## src/core/scr_map.svh

```systemverilog
// Constants of the management command and reset block.
// Assumes a 50 MHz system clock and a cell already matched on VPI/VCI.
`ifndef SCR_MAP_SVH
`define SCR_MAP_SVH

// ****************************************
// Cell layout (byte offsets in a command cell)
// ****************************************
`define SCR_HDR_LEN 5'd4
`define SCR_OFS_CMD 5'd4
`define SCR_OFS_SUB 5'd5
`define SCR_OFS_CNT 5'd6
`define SCR_OFS_DATA0 5'd7
`define SCR_CELL_LEN 5'd25

// ****************************************
// Command codes, bits 2..0 of the command byte
// ****************************************
`define SCR_CMD_CTL_RST 3'h3
`define SCR_CMD_GLB_RST 3'h4
`define SCR_CMD_PORT_RST 3'h5
`define SCR_CMD_REV 3'h6
`define SCR_CMD_VCI 3'h7

// ****************************************
// Reset values and timing
// ****************************************
`define SCR_VCI_RST 8'h00
`define SCR_REV_VAL 8'h10
`define SCR_CLK_PERIOD_NS 20
`define SCR_RST_HOLD_NS 1000
`define SCR_RST_HOLD_CYC (`SCR_RST_HOLD_NS / `SCR_CLK_PERIOD_NS)
`define SCR_FIFO_DEPTH 32

`endif

```

## src/core/scr_pkg.sv

```systemverilog
// Types shared by the command and reset block and its FIFO.
// Assumes the constants of scr_map.svh.
package scr_pkg;

    // ****************************************
    // Types
    // ****************************************
    // Command byte fields
    typedef struct packed {
        logic ack;
        logic poll;
        logic [2:0] spare;
        logic [2:0] code;
    } scr_cmd_byte_s;

    // Revision byte: digit before and after the point
    typedef struct packed {
        logic [3:0] major;
        logic [3:0] minor;
    } scr_rev_s;

    // One byte of a response cell
    typedef struct packed {
        logic sop;
        logic [7:0] data;
    } scr_rsp_s;

    typedef enum logic [1:0] {
        ST_RX,
        ST_EXEC,
        ST_TX
    } scr_state_e;

endpackage : scr_pkg

```

## src/core/scr_top.sv

```systemverilog
// Command interpreter for port reset, revision read and VCI change,
// plus the switch reset outputs.
// Assumes command cells arrive already matched, one byte per beat,
// on the system clock; the button is an asynchronous pin.
//
// Overview of operation
// - Port reset code asserts port reset n for each set sub-command bit.
// - Revision code returns a response cell carrying revision in first data byte.
// - Revision byte: upper nibble before the point, lower nibble after it.
// - VCI change code loads the sub-command byte as the control-cell VCI.
// - Manual button asserts both system and controller reset outputs.
// - Global reset asserts system and controller resets, never port resets.
// - Controller reset asserts only that output; ports only by port command.
// - Command code in bits 2..0; bit 7 asks acknowledge, bit 6 poll.
// - Response cells copy the whole command cell; only a revision reply replaces data byte 0.
`timescale 1ns/1ns
`default_nettype none
`include "scr_map.svh"

module scr_top #(
    parameter int RST_HOLD_CYCLES = `SCR_RST_HOLD_CYC,
    parameter int FIFO_DEPTH = `SCR_FIFO_DEPTH,
    parameter int PORTS = 8,
    // Arbitrary revision value, not tied to any real part
    parameter logic [7:0] REVISION = `SCR_REV_VAL
) (
    input wire logic i_clk,
    input wire logic i_rst_n,
    input wire logic i_reset_button_n,
    input wire logic i_cell_valid,
    input wire logic i_cell_sop,
    input wire logic [7:0] i_cell_byte,
    output logic o_cell_ready,
    output logic o_rsp_valid,
    output logic o_rsp_sop,
    output logic [7:0] o_rsp_byte,
    input wire logic i_rsp_ready,
    output logic [7:0] o_switch_vci,
    output logic o_system_reset_out,
    output logic o_controller_reset_out,
    output logic [PORTS-1:0] o_port_reset_out
);
    localparam int CW = 16;
    localparam logic [CW-1:0] HOLD = CW'(RST_HOLD_CYCLES);

    // ****************************************
    // Button synchroniser
    // ****************************************
    logic btn_meta_ff;
    logic btn_sync_ff;
    logic button;

    // First stage feeds only the second
    always_ff @(posedge i_clk or negedge i_rst_n) begin
        if (!i_rst_n) begin
            btn_meta_ff <= 1'b1;
            btn_sync_ff <= 1'b1;
        end else begin
            btn_meta_ff <= i_reset_button_n;
            btn_sync_ff <= btn_meta_ff;
        end
    end
    assign button = !btn_sync_ff;

    // ****************************************
    // Cell capture and command state machine
    // ****************************************
    scr_pkg::scr_state_e state_ff;
    scr_pkg::scr_state_e nxt_state;
    logic [4:0] idx_ff;
    logic [4:0] nxt_idx;
    logic [7:0] vci_ff;
    logic [7:0] nxt_vci;
    logic ready_ff;
    logic nxt_ready;
    logic [7:0] cell_mem [`SCR_CELL_LEN];
    logic mem_we;
    logic [4:0] mem_addr;
    scr_pkg::scr_cmd_byte_s cmd;
    scr_pkg::scr_rev_s rev;
    logic is_rev;
    logic exec_sys;
    logic exec_ctl;
    logic [PORTS-1:0] exec_port;
    logic want_rsp;
    logic fifo_wr_valid;
    logic fifo_wr_ready;
    scr_pkg::scr_rsp_s fifo_wr_data;
    logic take;

    assign take = i_cell_valid && ready_ff;
    assign cmd = scr_pkg::scr_cmd_byte_s'(cell_mem[`SCR_OFS_CMD]);
    assign rev = scr_pkg::scr_rev_s'(REVISION);
    assign is_rev = (cmd.code == `SCR_CMD_REV);

    // Command decode, acted on for one cycle in the execute state
    always_comb begin
        exec_sys = 1'b0;
        exec_ctl = 1'b0;
        exec_port = '0;
        want_rsp = 1'b0;
        if (state_ff == scr_pkg::ST_EXEC) begin
            case (cmd.code)
                `SCR_CMD_CTL_RST: begin
                    exec_ctl = 1'b1;
                    want_rsp = cmd.ack;
                end
                `SCR_CMD_GLB_RST: begin
                    exec_sys = 1'b1;
                    exec_ctl = 1'b1;
                    want_rsp = cmd.ack;
                end
                `SCR_CMD_PORT_RST: begin
                    exec_port = cell_mem[`SCR_OFS_SUB][PORTS-1:0];
                    want_rsp = cmd.ack;
                end
                `SCR_CMD_REV: begin
                    want_rsp = 1'b1;
                end
                `SCR_CMD_VCI: begin
                    want_rsp = cmd.ack;
                end
                default: begin
                    // Codes 0 to 2 do nothing and send no reply
                    want_rsp = 1'b0;
                end
            endcase
        end
    end

    // Response byte: copy of the cell, data0 swapped for revision
    always_comb begin
        fifo_wr_data.sop = (idx_ff == 5'd0);
        fifo_wr_data.data = cell_mem[idx_ff];
        if (is_rev && idx_ff == `SCR_OFS_DATA0) begin
            fifo_wr_data.data = rev;
        end
        fifo_wr_valid = (state_ff == scr_pkg::ST_TX);
    end

    // Capture writes: a start byte always restarts the cell
    always_comb begin
        mem_we = take && (i_cell_sop || idx_ff != 5'd0);
        mem_addr = i_cell_sop ? 5'd0 : idx_ff;
    end

    // State, index, VCI and input ready next values
    always_comb begin
        nxt_state = state_ff;
        nxt_idx = idx_ff;
        nxt_vci = vci_ff;
        nxt_ready = ready_ff;
        case (state_ff)
            scr_pkg::ST_RX: begin
                if (mem_we) begin
                    if (mem_addr == `SCR_CELL_LEN - 5'd1) begin
                        nxt_state = scr_pkg::ST_EXEC;
                        nxt_idx = 5'd0;
                        nxt_ready = 1'b0; // Hold input while executing
                    end else begin
                        nxt_idx = mem_addr + 5'd1;
                    end
                end
            end
            scr_pkg::ST_EXEC: begin
                if (cmd.code == `SCR_CMD_VCI) begin
                    nxt_vci = cell_mem[`SCR_OFS_SUB];
                end
                if (want_rsp) begin
                    nxt_state = scr_pkg::ST_TX;
                end else begin
                    nxt_state = scr_pkg::ST_RX;
                    nxt_ready = 1'b1;
                end
            end
            scr_pkg::ST_TX: begin
                // A full FIFO stalls here, and so stalls the input
                if (fifo_wr_ready) begin
                    if (idx_ff == `SCR_CELL_LEN - 5'd1) begin
                        nxt_state = scr_pkg::ST_RX;
                        nxt_idx = 5'd0;
                        nxt_ready = 1'b1;
                    end else begin
                        nxt_idx = idx_ff + 5'd1;
                    end
                end
            end
            default: begin
                nxt_state = scr_pkg::ST_RX;
                nxt_idx = 5'd0;
                nxt_ready = 1'b1;
            end
        endcase
    end

    // Control registers
    always_ff @(posedge i_clk or negedge i_rst_n) begin
        if (!i_rst_n) begin
            state_ff <= scr_pkg::ST_RX;
            idx_ff <= 5'd0;
            vci_ff <= `SCR_VCI_RST;
            ready_ff <= 1'b1;
        end else begin
            state_ff <= nxt_state;
            idx_ff <= nxt_idx;
            vci_ff <= nxt_vci;
            ready_ff <= nxt_ready;
        end
    end

    // Cell buffer, data only so no reset
    always_ff @(posedge i_clk) begin
        if (mem_we) begin
            cell_mem[mem_addr] <= i_cell_byte;
        end
    end

    assign o_cell_ready = ready_ff;
    assign o_switch_vci = vci_ff;

    // ****************************************
    // Reset pulse generators
    // ****************************************
    logic [CW-1:0] sys_cnt_ff;
    logic [CW-1:0] nxt_sys_cnt;
    logic [CW-1:0] ctl_cnt_ff;
    logic [CW-1:0] nxt_ctl_cnt;
    logic sys_rst_ff;
    logic ctl_rst_ff;

    // Button reloads while held, so release follows a full hold
    always_comb begin
        nxt_sys_cnt = (sys_cnt_ff != '0) ? sys_cnt_ff - 1'b1 : sys_cnt_ff;
        nxt_ctl_cnt = (ctl_cnt_ff != '0) ? ctl_cnt_ff - 1'b1 : ctl_cnt_ff;
        if (button || exec_sys) begin
            nxt_sys_cnt = HOLD;
        end
        if (button || exec_ctl) begin
            nxt_ctl_cnt = HOLD;
        end
    end

    always_ff @(posedge i_clk or negedge i_rst_n) begin
        if (!i_rst_n) begin
            sys_cnt_ff <= '0;
            ctl_cnt_ff <= '0;
            sys_rst_ff <= 1'b0;
            ctl_rst_ff <= 1'b0;
        end else begin
            sys_cnt_ff <= nxt_sys_cnt;
            ctl_cnt_ff <= nxt_ctl_cnt;
            sys_rst_ff <= (nxt_sys_cnt != '0);
            ctl_rst_ff <= (nxt_ctl_cnt != '0);
        end
    end

    assign o_system_reset_out = sys_rst_ff;
    assign o_controller_reset_out = ctl_rst_ff;

    // Per-port pulse, driven only by the port command
    genvar gp;
    generate
        for (gp = 0; gp < PORTS; gp++) begin : g_port
            logic [CW-1:0] cnt_ff;
            logic [CW-1:0] nxt_cnt;
            logic rst_ff;

            always_comb begin
                nxt_cnt = (cnt_ff != '0) ? cnt_ff - 1'b1 : cnt_ff;
                if (exec_port[gp]) begin
                    nxt_cnt = HOLD;
                end
            end

            always_ff @(posedge i_clk or negedge i_rst_n) begin
                if (!i_rst_n) begin
                    cnt_ff <= '0;
                    rst_ff <= 1'b0;
                end else begin
                    cnt_ff <= nxt_cnt;
                    rst_ff <= (nxt_cnt != '0);
                end
            end

            assign o_port_reset_out[gp] = rst_ff;
        end
    endgenerate

    // ****************************************
    // Response FIFO and output register
    // ****************************************
    logic fifo_rd_valid;
    logic fifo_rd_ready;
    scr_pkg::scr_rsp_s fifo_rd_data;
    logic rsp_valid_ff;
    logic nxt_rsp_valid;
    scr_pkg::scr_rsp_s rsp_ff;
    scr_pkg::scr_rsp_s nxt_rsp;

    scr_fifo #(
        .WIDTH($bits(scr_pkg::scr_rsp_s)),
        .DEPTH(FIFO_DEPTH)
    ) u_rsp_fifo (
        .i_clk(i_clk),
        .i_rst_n(i_rst_n),
        .i_wr_valid(fifo_wr_valid),
        .o_wr_ready(fifo_wr_ready),
        .i_wr_data(fifo_wr_data),
        .o_rd_valid(fifo_rd_valid),
        .i_rd_ready(fifo_rd_ready),
        .o_rd_data(fifo_rd_data)
    );

    // Output stage loads when empty or being drained
    always_comb begin
        fifo_rd_ready = !rsp_valid_ff || i_rsp_ready;
        nxt_rsp_valid = rsp_valid_ff;
        nxt_rsp = rsp_ff;
        if (fifo_rd_ready) begin
            nxt_rsp_valid = fifo_rd_valid;
            nxt_rsp = fifo_rd_data;
        end
    end

    always_ff @(posedge i_clk or negedge i_rst_n) begin
        if (!i_rst_n) begin
            rsp_valid_ff <= 1'b0;
            rsp_ff <= '0;
        end else begin
            rsp_valid_ff <= nxt_rsp_valid;
            rsp_ff <= nxt_rsp;
        end
    end

    assign o_rsp_valid = rsp_valid_ff;
    assign o_rsp_sop = rsp_ff.sop;
    assign o_rsp_byte = rsp_ff.data;

endmodule : scr_top

`default_nettype wire

```

## src/core/scr_fifo.sv

```systemverilog
// Synchronous FIFO with valid/ready on both sides.
// Assumes one clock; DEPTH is a power of two.
`timescale 1ns/1ns
`default_nettype none

module scr_fifo #(
    parameter int WIDTH = 9,
    parameter int DEPTH = 32
) (
    input wire logic i_clk,
    input wire logic i_rst_n,
    input wire logic i_wr_valid,
    output logic o_wr_ready,
    input wire logic [WIDTH-1:0] i_wr_data,
    output logic o_rd_valid,
    input wire logic i_rd_ready,
    output logic [WIDTH-1:0] o_rd_data
);
    localparam int AW = $clog2(DEPTH);

    logic [WIDTH-1:0] mem [DEPTH];
    logic [AW:0] wr_ptr_ff;
    logic [AW:0] rd_ptr_ff;
    logic [AW:0] nxt_wr_ptr;
    logic [AW:0] nxt_rd_ptr;
    logic full;
    logic empty;
    logic do_wr;
    logic do_rd;

    // Extra pointer bit tells full from empty
    assign full = (wr_ptr_ff[AW] != rd_ptr_ff[AW]) &&
                  (wr_ptr_ff[AW-1:0] == rd_ptr_ff[AW-1:0]);
    assign empty = (wr_ptr_ff == rd_ptr_ff);
    assign o_wr_ready = !full;
    assign o_rd_valid = !empty;
    assign o_rd_data = mem[rd_ptr_ff[AW-1:0]];
    assign do_wr = i_wr_valid && !full;
    assign do_rd = i_rd_ready && !empty;

    // Pointer next values
    always_comb begin
        nxt_wr_ptr = do_wr ? wr_ptr_ff + 1'b1 : wr_ptr_ff;
        nxt_rd_ptr = do_rd ? rd_ptr_ff + 1'b1 : rd_ptr_ff;
    end

    // Pointer registers
    always_ff @(posedge i_clk or negedge i_rst_n) begin
        if (!i_rst_n) begin
            wr_ptr_ff <= '0;
            rd_ptr_ff <= '0;
        end else begin
            wr_ptr_ff <= nxt_wr_ptr;
            rd_ptr_ff <= nxt_rd_ptr;
        end
    end

    // Storage, no reset needed
    always_ff @(posedge i_clk) begin
        if (do_wr) begin
            mem[wr_ptr_ff[AW-1:0]] <= i_wr_data;
        end
    end

endmodule : scr_fifo

`default_nettype wire

```

## config.mk

```make
export PLATFORM = sky130hd
export DESIGN_NAME = scr_top
export DESIGN_NICKNAME = d
export VERILOG_FILES = /design/src/core/scr_pkg.sv /design/src/core/scr_top.sv /design/src/core/scr_fifo.sv
export VERILOG_INCLUDE_DIRS = /design/src /design/src/core
export SDC_FILE = /design/constraint.sdc
export NUM_CORES = 1
export LEC_CHECK = 0
export BUFFER_PORTS_ARGS = -buffer_cell sky130_fd_sc_hd__buf_4
export CAP_MARGIN = 25
export CORE_MARGIN = 10
export CORE_UTILIZATION = 56
export DETAILED_ROUTE_END_ITERATION = 8
export HOLD_SLACK_MARGIN = 0.12
export PLACE_DENSITY = 0.72
export SYNTH_ARGS = -nofsm -noshare
export SYNTH_HDL_FRONTEND = slang
export SYNTH_HIERARCHICAL = 1
export SYNTH_SLANG_ARGS = --single-unit
```

## constraint.sdc

```tcl
create_clock -name i_clk -period 4.6 [get_ports i_clk]
set_clock_uncertainty 0.2 [all_clocks]
set_input_delay 1.38 -clock i_clk [delete_from_list [all_inputs] [get_ports i_clk]]
set_output_delay 1.38 -clock i_clk [all_outputs]
set_load 0.05 [all_outputs]
```

Word level (Yosys, flattened, before mapping)
Memory sizes are Yosys's and may differ from the RTL's. A register that Yosys moved wholly into a read port is not among the register bits.
Cells that the tools add are included.
{"block": "op_classes", "div": 0, "shifts": 0, "reduce_logical": 44, "n_mul": 0, "n_eq_ne": 18, "n_bitwise": 1, "mux": 51, "n_lt_le_gt_ge": 0, "n_addsub": 14}
{"op": "2-to-1 mux 16 bit", "count": 20}
{"op": "nonzero test 16 bit", "count": 20}
{"op": "subtractor 16 x 1 -> 16 bit, second input constant", "count": 10}
{"op": "2-to-1 mux 5 bit", "count": 5}
{"op": "2-to-1 mux 8 bit", "count": 3}
{"op": "one-hot mux 5 bit (3 select lines)", "count": 1}
{"op": "2-to-1 mux 1 bit", "count": 14}
{"op": "adder 6 x 1 -> 6 bit, second input constant", "count": 2}
{"op": "equality test 3 bit, second input constant", "count": 4}
{"op": "adder 5 x 1 -> 5 bit, second input constant", "count": 2}
{"op": "equality test 5 bit, second input constant", "count": 2}
{"op": "2-to-1 mux 2 bit", "count": 5}
{"op": "!= test 2 bit, second input constant", "count": 5}
{"op": "equality test 6 bit", "count": 1}
{"op": "logical AND 1 bit", "count": 6}
{"op": "one-hot mux 2 bit (3 select lines)", "count": 1}
{"op": "equality test 5 x 3 -> 1 bit, second input constant", "count": 1}
{"op": "equality test 5 bit", "count": 1}
{"op": "zero test 1 bit", "count": 5}
{"op": "zero test 5 bit", "count": 1}
{"op": "AND reduction 5 bit", "count": 1}
{"op": "nonzero test 5 bit", "count": 1}
{"op": "logical OR 1 bit", "count": 4}
{"op": "AND reduction 4 bit", "count": 1}
{"op": "other kinds (12)", "count": 12}
{"block": "totals", "rom_bits": 0, "register_bits": 201, "input_bits": 14, "latchBits": 0, "ram_bits": 488, "n_memories": 2}
{"name": "u_rsp_fifo.mem", "words": 32, "word_bits": 9, "rd": 1, "rd_clocked_by_memory_dff": 1, "write_ports": 1, "line_no": "scr_fifo.sv:21", "source": "logic [WIDTH-1:0] mem [DEPTH];"}
{"name": "cell_mem", "words": 25, "word_bits": 8, "rd": 3, "rd_clocked_by_memory_dff": 0, "write_ports": 1, "line_no": "scr_top.sv:76", "source": "logic [7:0] cell_mem [`SCR_CELL_LEN];"}

Depth between registers and ports, before layout
Gate-level depths: netlist of run 1.
An unclocked memory read counts as a cell.
{"block": "depth", "depth_word": 8, "ltp_mapped": 13}

Hierarchy
The synthesis of run 1 kept the hierarchy.
{"module": "scr_top", "seq_area_each_um2": 11204.5, "instances": 1, "area_per_inst_um2": 19563.8, "cells_each": 1619}
{"module": "scr_fifo", "seq_area_each_um2": 8948.6, "instances": 1, "area_per_inst_um2": 11747.5, "cells_each": 516}

Least setup slack after synthesis of run 1
OpenSTA, ideal clock, no wires.
{"block": "synth_path", "kind": "reg2reg", "startpoint": "reg idx_ff[0]", "endpoint": "mem cell_mem[23][0] (enable)", "t_arrival_ps": 2908, "stages_incl_launch_ff": 12, "setup_time_ps": 370, "setup_slack_ps": 1122, "period_less_slack_ps": 3478, "path_buffers": 5, "cell_sequence": "dfrtp_1 > buf_2 > buf_2 > buf_2 > buf_1 > inv_1 > ha_1 > or4b_2 > o211a_1 > clkbuf_1 > nand2_1 > nor2_1"}
{"block": "synth_via", "elab_chain_len": 5, "word_cells_on_any_way": 6}
{"item": "from (decl)", "line_no": "scr_top.sv:70", "source": "logic [4:0] idx_ff;"}
{"item": "from (signal assigned)", "line_no": "scr_top.sv:205", "source": "idx_ff <= nxt_idx;"}
{"item": "nonzero test 5 bit", "line_no": "scr_top.sv:143", "source": "mem_we = take && (i_cell_sop || idx_ff != 5'd0);"}
{"item": "logical OR 1 bit", "line_no": "scr_top.sv:143"}
{"item": "logical AND 1 bit", "line_no": "scr_top.sv:143"}
{"item": "2-to-1 mux 1 bit", "line_no": "scr_top.sv:213", "source": "if (mem_we) begin"}
{"item": "2-to-1 mux 1 bit (not written as such)", "line_no": "scr_top.sv:214", "source": "cell_mem[mem_addr] <= i_cell_byte;"}
{"item": "to (decl)", "line_no": "scr_top.sv:76"}
Several ways; a longest one is shown, not always the timed one.

==> reports/metrics.cfg, run 1 <==
[die]
start_util_pct=56.72
die_y_um=256.5
row_count=86
coreArea_um2=55200
io_pins=43
fp.dieArea_um2=65770
die_w_um=256.5

[global_route]
grt_usage_pct=20.95
grt_pass1_vias=18650
grt_first_pass_wirelength_um=108900
grt_overflow=0
grt_antenna_before_repair=1
grt_max_degree=94

[clock_network]
post_cts.repair.setup_buffers=0
holdBufCountCts=0
h-tree-depth=3
clk_pin_slew_worst_paths_ns=0.07
cts-root-buf=clkbuf_16
cts_tree=built
cts_resized=0
clkSinkCount=706
clock_path_buffers=3
insertion_delay_ns=0.61
cts_buffers=73

[worst_setup_path]
worstPathMaxFanout=43
crit_slowest_cell=dfrtp_4
worstPathCellList=buf_4 > mux4_2 > mux4_2 > nor2_1 > a21oi_1 > or2_2
crit_type=reg2reg
critical_path.top_delay_family=flip-flops
rr_worst_depth=6
reg2reg_from=idx_ff[0]$_DFFE_PN0P_
crit_path_start=idx_ff[0]$_DFFE_PN0P_
cpPeakStageDelay_ns=0.96
worst_setup_path_end_kind=register
timing.critical_path.buf_inv=1
worstPathRequired_ns=4.67
timing.critical_path.depth=6
critPathMostFrequentCell=mux4_2
arrival_ns=3.55
critPathLaunchType=register

[worst_hold_path]
hold_path_depth=0
holdCritPathClass=reg2reg
min_from=btn_meta_ff$_DFF_PN1_

[logic_synthesis]
netlist_area_um2=31310
synthFlopType=edfxtp_1
syn_nets=2180
synthArstFlopShare_pct=29.75
ys_types=77
synth_seq_cells=706
synthCells=2135
synth_edf_count=496
avgSynthCellArea_um2=14.67
synth_warnings=6
synth.area.top_cells=edfxtp_1 48%, dfrtp_1 17%, mux4_2 11%, nor2_1 2.5%, xnor2_1 1.6%
synth_top_cell_by_area=edfxtp_1
synth-seq-area-share_pct=64.36
synth_top_area_share_pct=47.57

[outcome]
outcome=complete, no violations

[power_and_ir_drop]
intPower_mw=14.66
clkPwrFrac_pct=27.0
p_comb_share_pct=29.6
seqPwrFrac_pct=43.3
power.static_leakage_nw=12.18
vdd_drop_max_v=0.0004738
p_sw_mw=7.115
p_per_area_nw_per_um2=623.3
p_sw_share_pct=32.67

[timing]
maxSlewViolCount=0
tns_ns=0
fin_hold_ws_ns=0.1562
rsz0062_at_grt=false
max_freq_mhz=287.1
finalCriticalPeriod_ns=3.483
setup_violations=0
hold_viol=0
maxSlewHeadroom_pct=39.67
tightest_slew_ns=0.8967
post-route-period-util_pct=75.72

[placement]
placed_area_um2=32530
portBuffers=42
post-place-cells=2870
post-dp-hpwl_um=43510
gp_congestion=0.8703

[detailed_routing]
via_per_inst=6.262
ant_nets=0
routed_wirelength_um=68850
drt-initial-drc-count=1659
drtPass1Iterations=6
drc=0
via_count=18800
wl_per_cell_um=22.93

[final_layout]
fin_cells=3003
syn_to_final_growth_pct=11.57
fin_nets=2243
drive_gt1_share_pct=19.08
finalInstanceArea_um2=34930

[run]
maxCapViolations=0

## layout make-up
type	count	area, µm²
fill	3936	20270
sequential	706	20160
multi-input combinational	1277	10510
clock buffer	98	2043
tap	748	935.9
timing repair buffer	95	765.7
clock inverter	33	345.3
inverter	45	168.9
antenna	1	2.502
## power by group through the flow
stage | Combinational [mW] | Sequential [mW] | Clock [mW]
2_1_floorplan | 4.79 | 9.20 | 0
3_3_place_gp | 6.23 | 9.50 | 0
3_5_place_dp | 6.43 | 9.54 | 0
4_1_cts | 6.47 | 9.43 | 5.98
5_1_grt | 7.05 | 9.59 | 6.25
6_report | 6.46 | 9.44 | 5.88
## per-layer routing
layer | share of wire, % | vias to the layer above | track usage (%)
li1 | - | 8434 | -
met1 | 42 | 9552 | 29.03
met2 | 49 | 698 | 33.76
met3 | 7.0 | 118 | 3.663
met4 | 2.2 | 2 | 6.015
met5 | 0.017 | - | 0
## cells in the final DEF (no fill, tap or decap), types with 49 or more instances in the layout
| master | netlist | layout |
|---|---|---|
| nand2_1 | 89 | 89 |
| nor2_1 | 208 | 201 |
| nand3_1 | 49 | 49 |
| nor4_1 | 50 | 50 |
| edfxtp_1 | 496 | 496 |
| mux4_2 | 146 | 146 |
| dfrtp_1 | 207 | 203 |
| a21oi_1 | 61 | 61 |
| nor3_1 | 69 | 69 |
| clkbuf_16 | 0 | 75 |
| xnor2_1 | 58 | 58 |
| buf_4 | 8 | 90 |
## state kept, by name, indices dropped and copies added (netlist names), 6 cells and up
signal and count:
g_port.cnt_ff 128, ctl_cnt_ff 16, cell_mem 208, u_rsp_fifo/wr_ptr_ff 6
o_switch_vci 8, u_rsp_fifo/mem 288, o_rsp_byte 8, sys_cnt_ff 16
g_port.rst_ff 8, u_rsp_fifo/rd_ptr_ff 6
## worst paths after layout
check / end / slack (ns)
min in group asynchronous: sys_cnt_ff[13]$_DFF_PN0_ / 0.53
worst min-delay path: btn_sync_ff$_DFF_PN1_ / 0.16
worst min register to register: btn_sync_ff$_DFF_PN1_ / 0.16
worst max-delay path: u_rsp_fifo/mem[27][4]$_DFFE_PP_ / 1.12
worst max register to register: u_rsp_fifo/mem[27][4]$_DFFE_PP_ / 1.12
max in group asynchronous: ctl_cnt_ff[2]$_DFF_PN0_ / 2.73
## synth_stat cells, drive strengths merged, types with 6 or more instances
cell type and instances:
a31oi 10, and2 21, a21o 6, o41ai 6, or2 12, nand2 89, nor4b 16, ha 31
and3 14, xor2 35, nand2b 17, o211ai 12, inv 45, nand3 49, o21a 8, buf 36
mux2 28, nor3 69, xnor2 58, nand4b 7, or3b 7, o31ai 25, mux4 146, o21ai 36
or4b 7, mux2i 30, nor2 208, nand4 28, and4 11, a21oi 61, edfxtp 496, or3 35
nor2b 19, nor3b 8, or4 33, nor4 50, clkbuf 71, dfrtp 207, nand3b 14, a211oi 13
a211o 6
## metrics by stage
step	utilization, %	worst slack, ns	total power [mW]
after global placement	58.93	1.091	15.73
final	63.28	1.117	21.78
after global routing	63.28	0.8452	22.89
after floorplan	-	1.122	13.99
after detailed placement	58.93	0.9913	15.96
after CTS	63.25	1.035	21.88
## logic make-up after synthesis
| logic type | after synthesis | share of synthesized area (%) |
|---|---|---|
| xor+xnor | 93 | 2.601 |
| mux | 204 | 12.47 |
| compound gates | 229 | 4.919 |
| buf+inv | 152 | 2.130 |
| simple gates | 720 | 12.28 |
| fa+ha+maj | 31 | 1.239 |
| flops | 706 | 64.36 |
No activity file was read; power rests on OpenSTA's default activity.
==> inputs of run 2 (changes only) <==
==> constraint.sdc (replaced) <==
create_clock -name i_clk -period 3.4 [get_ports i_clk]
set_clock_uncertainty 0.2 [all_clocks]
set_input_delay 1.02 -clock i_clk [delete_from_list [all_inputs] [get_ports i_clk]]
set_output_delay 1.02 -clock i_clk [all_outputs]
set_load 0.05 [all_outputs]
==> run 2 against run 1 <==
Compared with the run above:
- total power is 40% higher
- sequential power is 33% higher
- utilization is 1.3 points higher
- wire length is 4.1% higher
- clock-buffer cell count is 5 lower
- worst setup slack worse by 0.93 ns
- via count is 1.9% higher
- combinational power is 43% higher
- die area stayed put
- flip-flop and latch count stayed put
- clock power is 47% higher
- first-iteration DRC count is 14% higher
- largest cell class unchanged
- highest routed layer unchanged
==> reports/metrics.cfg, run 2 (synthesized netlist as in run 1, its figures left out) <==
[placement]
gp_congestion=0.8803  ; +1.1%
portBuffers=42  ; unchanged
placed_area_um2=32980  ; +1.4%
post-dp-hpwl_um=45890  ; +5.5%
post-place-cells=2917  ; +1.6%

[clock_network]
clock_path_buffers=3  ; unchanged
clk_pin_slew_worst_paths_ns=0.07  ; about the same
insertion_delay_ns=0.61  ; about the same
h-tree-depth=3  ; unchanged
post_cts.repair.setup_buffers=0  ; unchanged
cts_tree=built
cts_buffers=73  ; unchanged
clkSinkCount=706  ; unchanged
cts_resized=0  ; unchanged
holdBufCountCts=0  ; unchanged
cts-root-buf=clkbuf_16

[power_and_ir_drop]
p_per_area_nw_per_um2=856.4  ; +37%
clkPwrFrac_pct=28.4  ; +1.4 points
intPower_mw=20.83  ; +42%
vdd_drop_max_v=0.0007264  ; +53%
p_sw_mw=9.703  ; +36%
seqPwrFrac_pct=41.3  ; -2.0 points
power.static_leakage_nw=12.58  ; +3.3%
p_comb_share_pct=30.3  ; +0.7 points
p_sw_share_pct=31.78  ; -0.89 points
total_power_mw=30.53  ; +40%

[worst_setup_path]
crit_type=reg2reg
worstPathMaxFanout=19  ; -56%
arrival_ns=3.35  ; -0.20 ns
critPathLaunchType=register
worstPathRequired_ns=3.54  ; -1.13 ns
worst_setup_path_end_kind=register

[die]
start_util_pct=56.72  ; unchanged
coreArea_um2=55200  ; unchanged
die_w_um=256.5  ; unchanged
io_pins=43  ; unchanged
row_count=86  ; unchanged
die_y_um=256.5  ; unchanged
fp.dieArea_um2=65770  ; unchanged

[detailed_routing]
drtPass1Iterations=5  ; -1
wl_per_cell_um=23.46  ; +2.3%
routed_wirelength_um=71660  ; +4.1%
drt-initial-drc-count=1885  ; +14%
via_count=19170  ; +1.9%
ant_nets=0  ; unchanged
via_per_inst=6.274  ; +0.20%
drc=0  ; unchanged

[final_layout]
layout.cells.most_common=edfxtp_1
drive_gt1_share_pct=20.85  ; +1.8 points
syn_to_final_growth_pct=13.85
final_cell_mix=496 x edfxtp_1, 203 x dfrtp_1, 201 x nor2_1
finalInstanceArea_um2=35650  ; +2.0%
fin_nets=2293  ; +2.2%
n_fill_cell=3857  ; -2.0%
largest_reg_flops=288  ; unchanged
num_antenna_cells=0  ; -1
fin_cells=3055  ; +1.7%

[global_route]
grt_busiest_layer=met2
grt_use_met2_pct=35.16  ; +1.4 points
grt_usage_pct=21.95  ; +1.0 points
grt_use_met3_pct=3.604  ; -0.059 points
grt_max_degree=77  ; -18%
grt_antenna_before_repair=1  ; unchanged
grt_first_pass_wirelength_um=113500  ; +4.3%
use_met1_pct=30.38  ; +1.4 points
grt_overflow=0  ; unchanged
grt_pass1_vias=19140  ; +2.6%

[timing]
maxSlewHeadroom_pct=39.36  ; -0.30 points
setup_violations=0  ; unchanged
tns_ns=0  ; unchanged
rsz0062_at_grt=false
post-route-period-util_pct=94.36  ; +19 points
finalCriticalPeriod_ns=3.208  ; -0.2748 ns
tightest_slew_ns=0.9012  ; +0.004533 ns
maxSlewViolCount=0  ; unchanged
max_freq_mhz=311.7  ; +8.6%
hold_viol=0  ; unchanged

[outcome]
outcome=complete, no violations

[worst_hold_path]
holdCritPathClass=reg2reg

[run]
maxCapViolations=0  ; unchanged

==> run 2: final timing paths <==
kind                                        from                              end  slack, ns  cells past startpoint
setup / recovery           idx_ff[0]$_DFFE_PN0P_  u_rsp_fifo/mem[12][6]$_DFFE_PP_       0.19                      7
hold / removal             btn_meta_ff$_DFF_PN1_            btn_sync_ff$_DFF_PN1_       0.16                      0
min in group asynchronous                i_rst_n       g_port[7].rst_ff$_DFF_PN0_       0.20                      1
hold reg to reg            btn_meta_ff$_DFF_PN1_            btn_sync_ff$_DFF_PN1_       0.16                      0
max in group asynchronous                i_rst_n         ctl_cnt_ff[15]$_DFF_PN0_       2.00                      2
setup reg to reg           idx_ff[0]$_DFFE_PN0P_  u_rsp_fifo/mem[12][6]$_DFFE_PP_       0.19                      7
==> run 2: cell type report <==
class / instances / area, µm² / area share, %
Tap cell: 748 / 935.9 / 2.625
Clock buffer: 93 / 2037 / 5.714
Sequential cell: 706 / 20160 / 56.56
Timing Repair Buffer: 145 / 1254 / 3.517
Multi-Input combinational cell: 1277 / 10510 / 29.48
Clock inverter: 41 / 579.3 / 1.625
Inverter: 45 / 168.9 / 0.4739
==> run 2: stage by stage <==
| stage | util (%) | worst slack [ns] | hold slack [ns] |
|---|---|---|---|
| 3_3_place_gp | 59.66 | 0.2253 | 0.1462 |
| 4_1_cts | 64.48 | 0.1809 | 0.1591 |
| 2_1_floorplan | - | -0.07782 | 0.1452 |
| 6_report | 64.58 | 0.1917 | 0.1584 |
| 5_1_grt | 64.58 | 0.06737 | 0.1604 |
| 3_5_place_dp | 59.74 | 0.1262 | 0.1498 |
==> run 2: layer usage <==
metal	share of wire (%)	wire length (µm)
met1	42	30190
met2	48	34750
met3	6.5	4692
met4	2.8	2003
met5	0.025	18
==> run 2: power groups by stage <==
stage	clock network [mW]	logic (mW)	registers (mW)
6_report	8.66	9.25	12.6
5_1_grt	9.19	10.1	12.8
4_1_cts	8.81	9.13	12.6
3_5_place_dp	0	9.04	12.8
3_3_place_gp	0	8.63	12.7
2_1_floorplan	0	6.48	12.5
==> run 2: critical path, stage by stage, from the launching register on <==
cell and delay (ns):
dfrtp_4 0.60, buf_12 0.24, buf_4 0.18, mux4_2 0.50, mux4_2 0.49, mux2i_1 0.29, nor2_2 0.21, buf_6 0.20
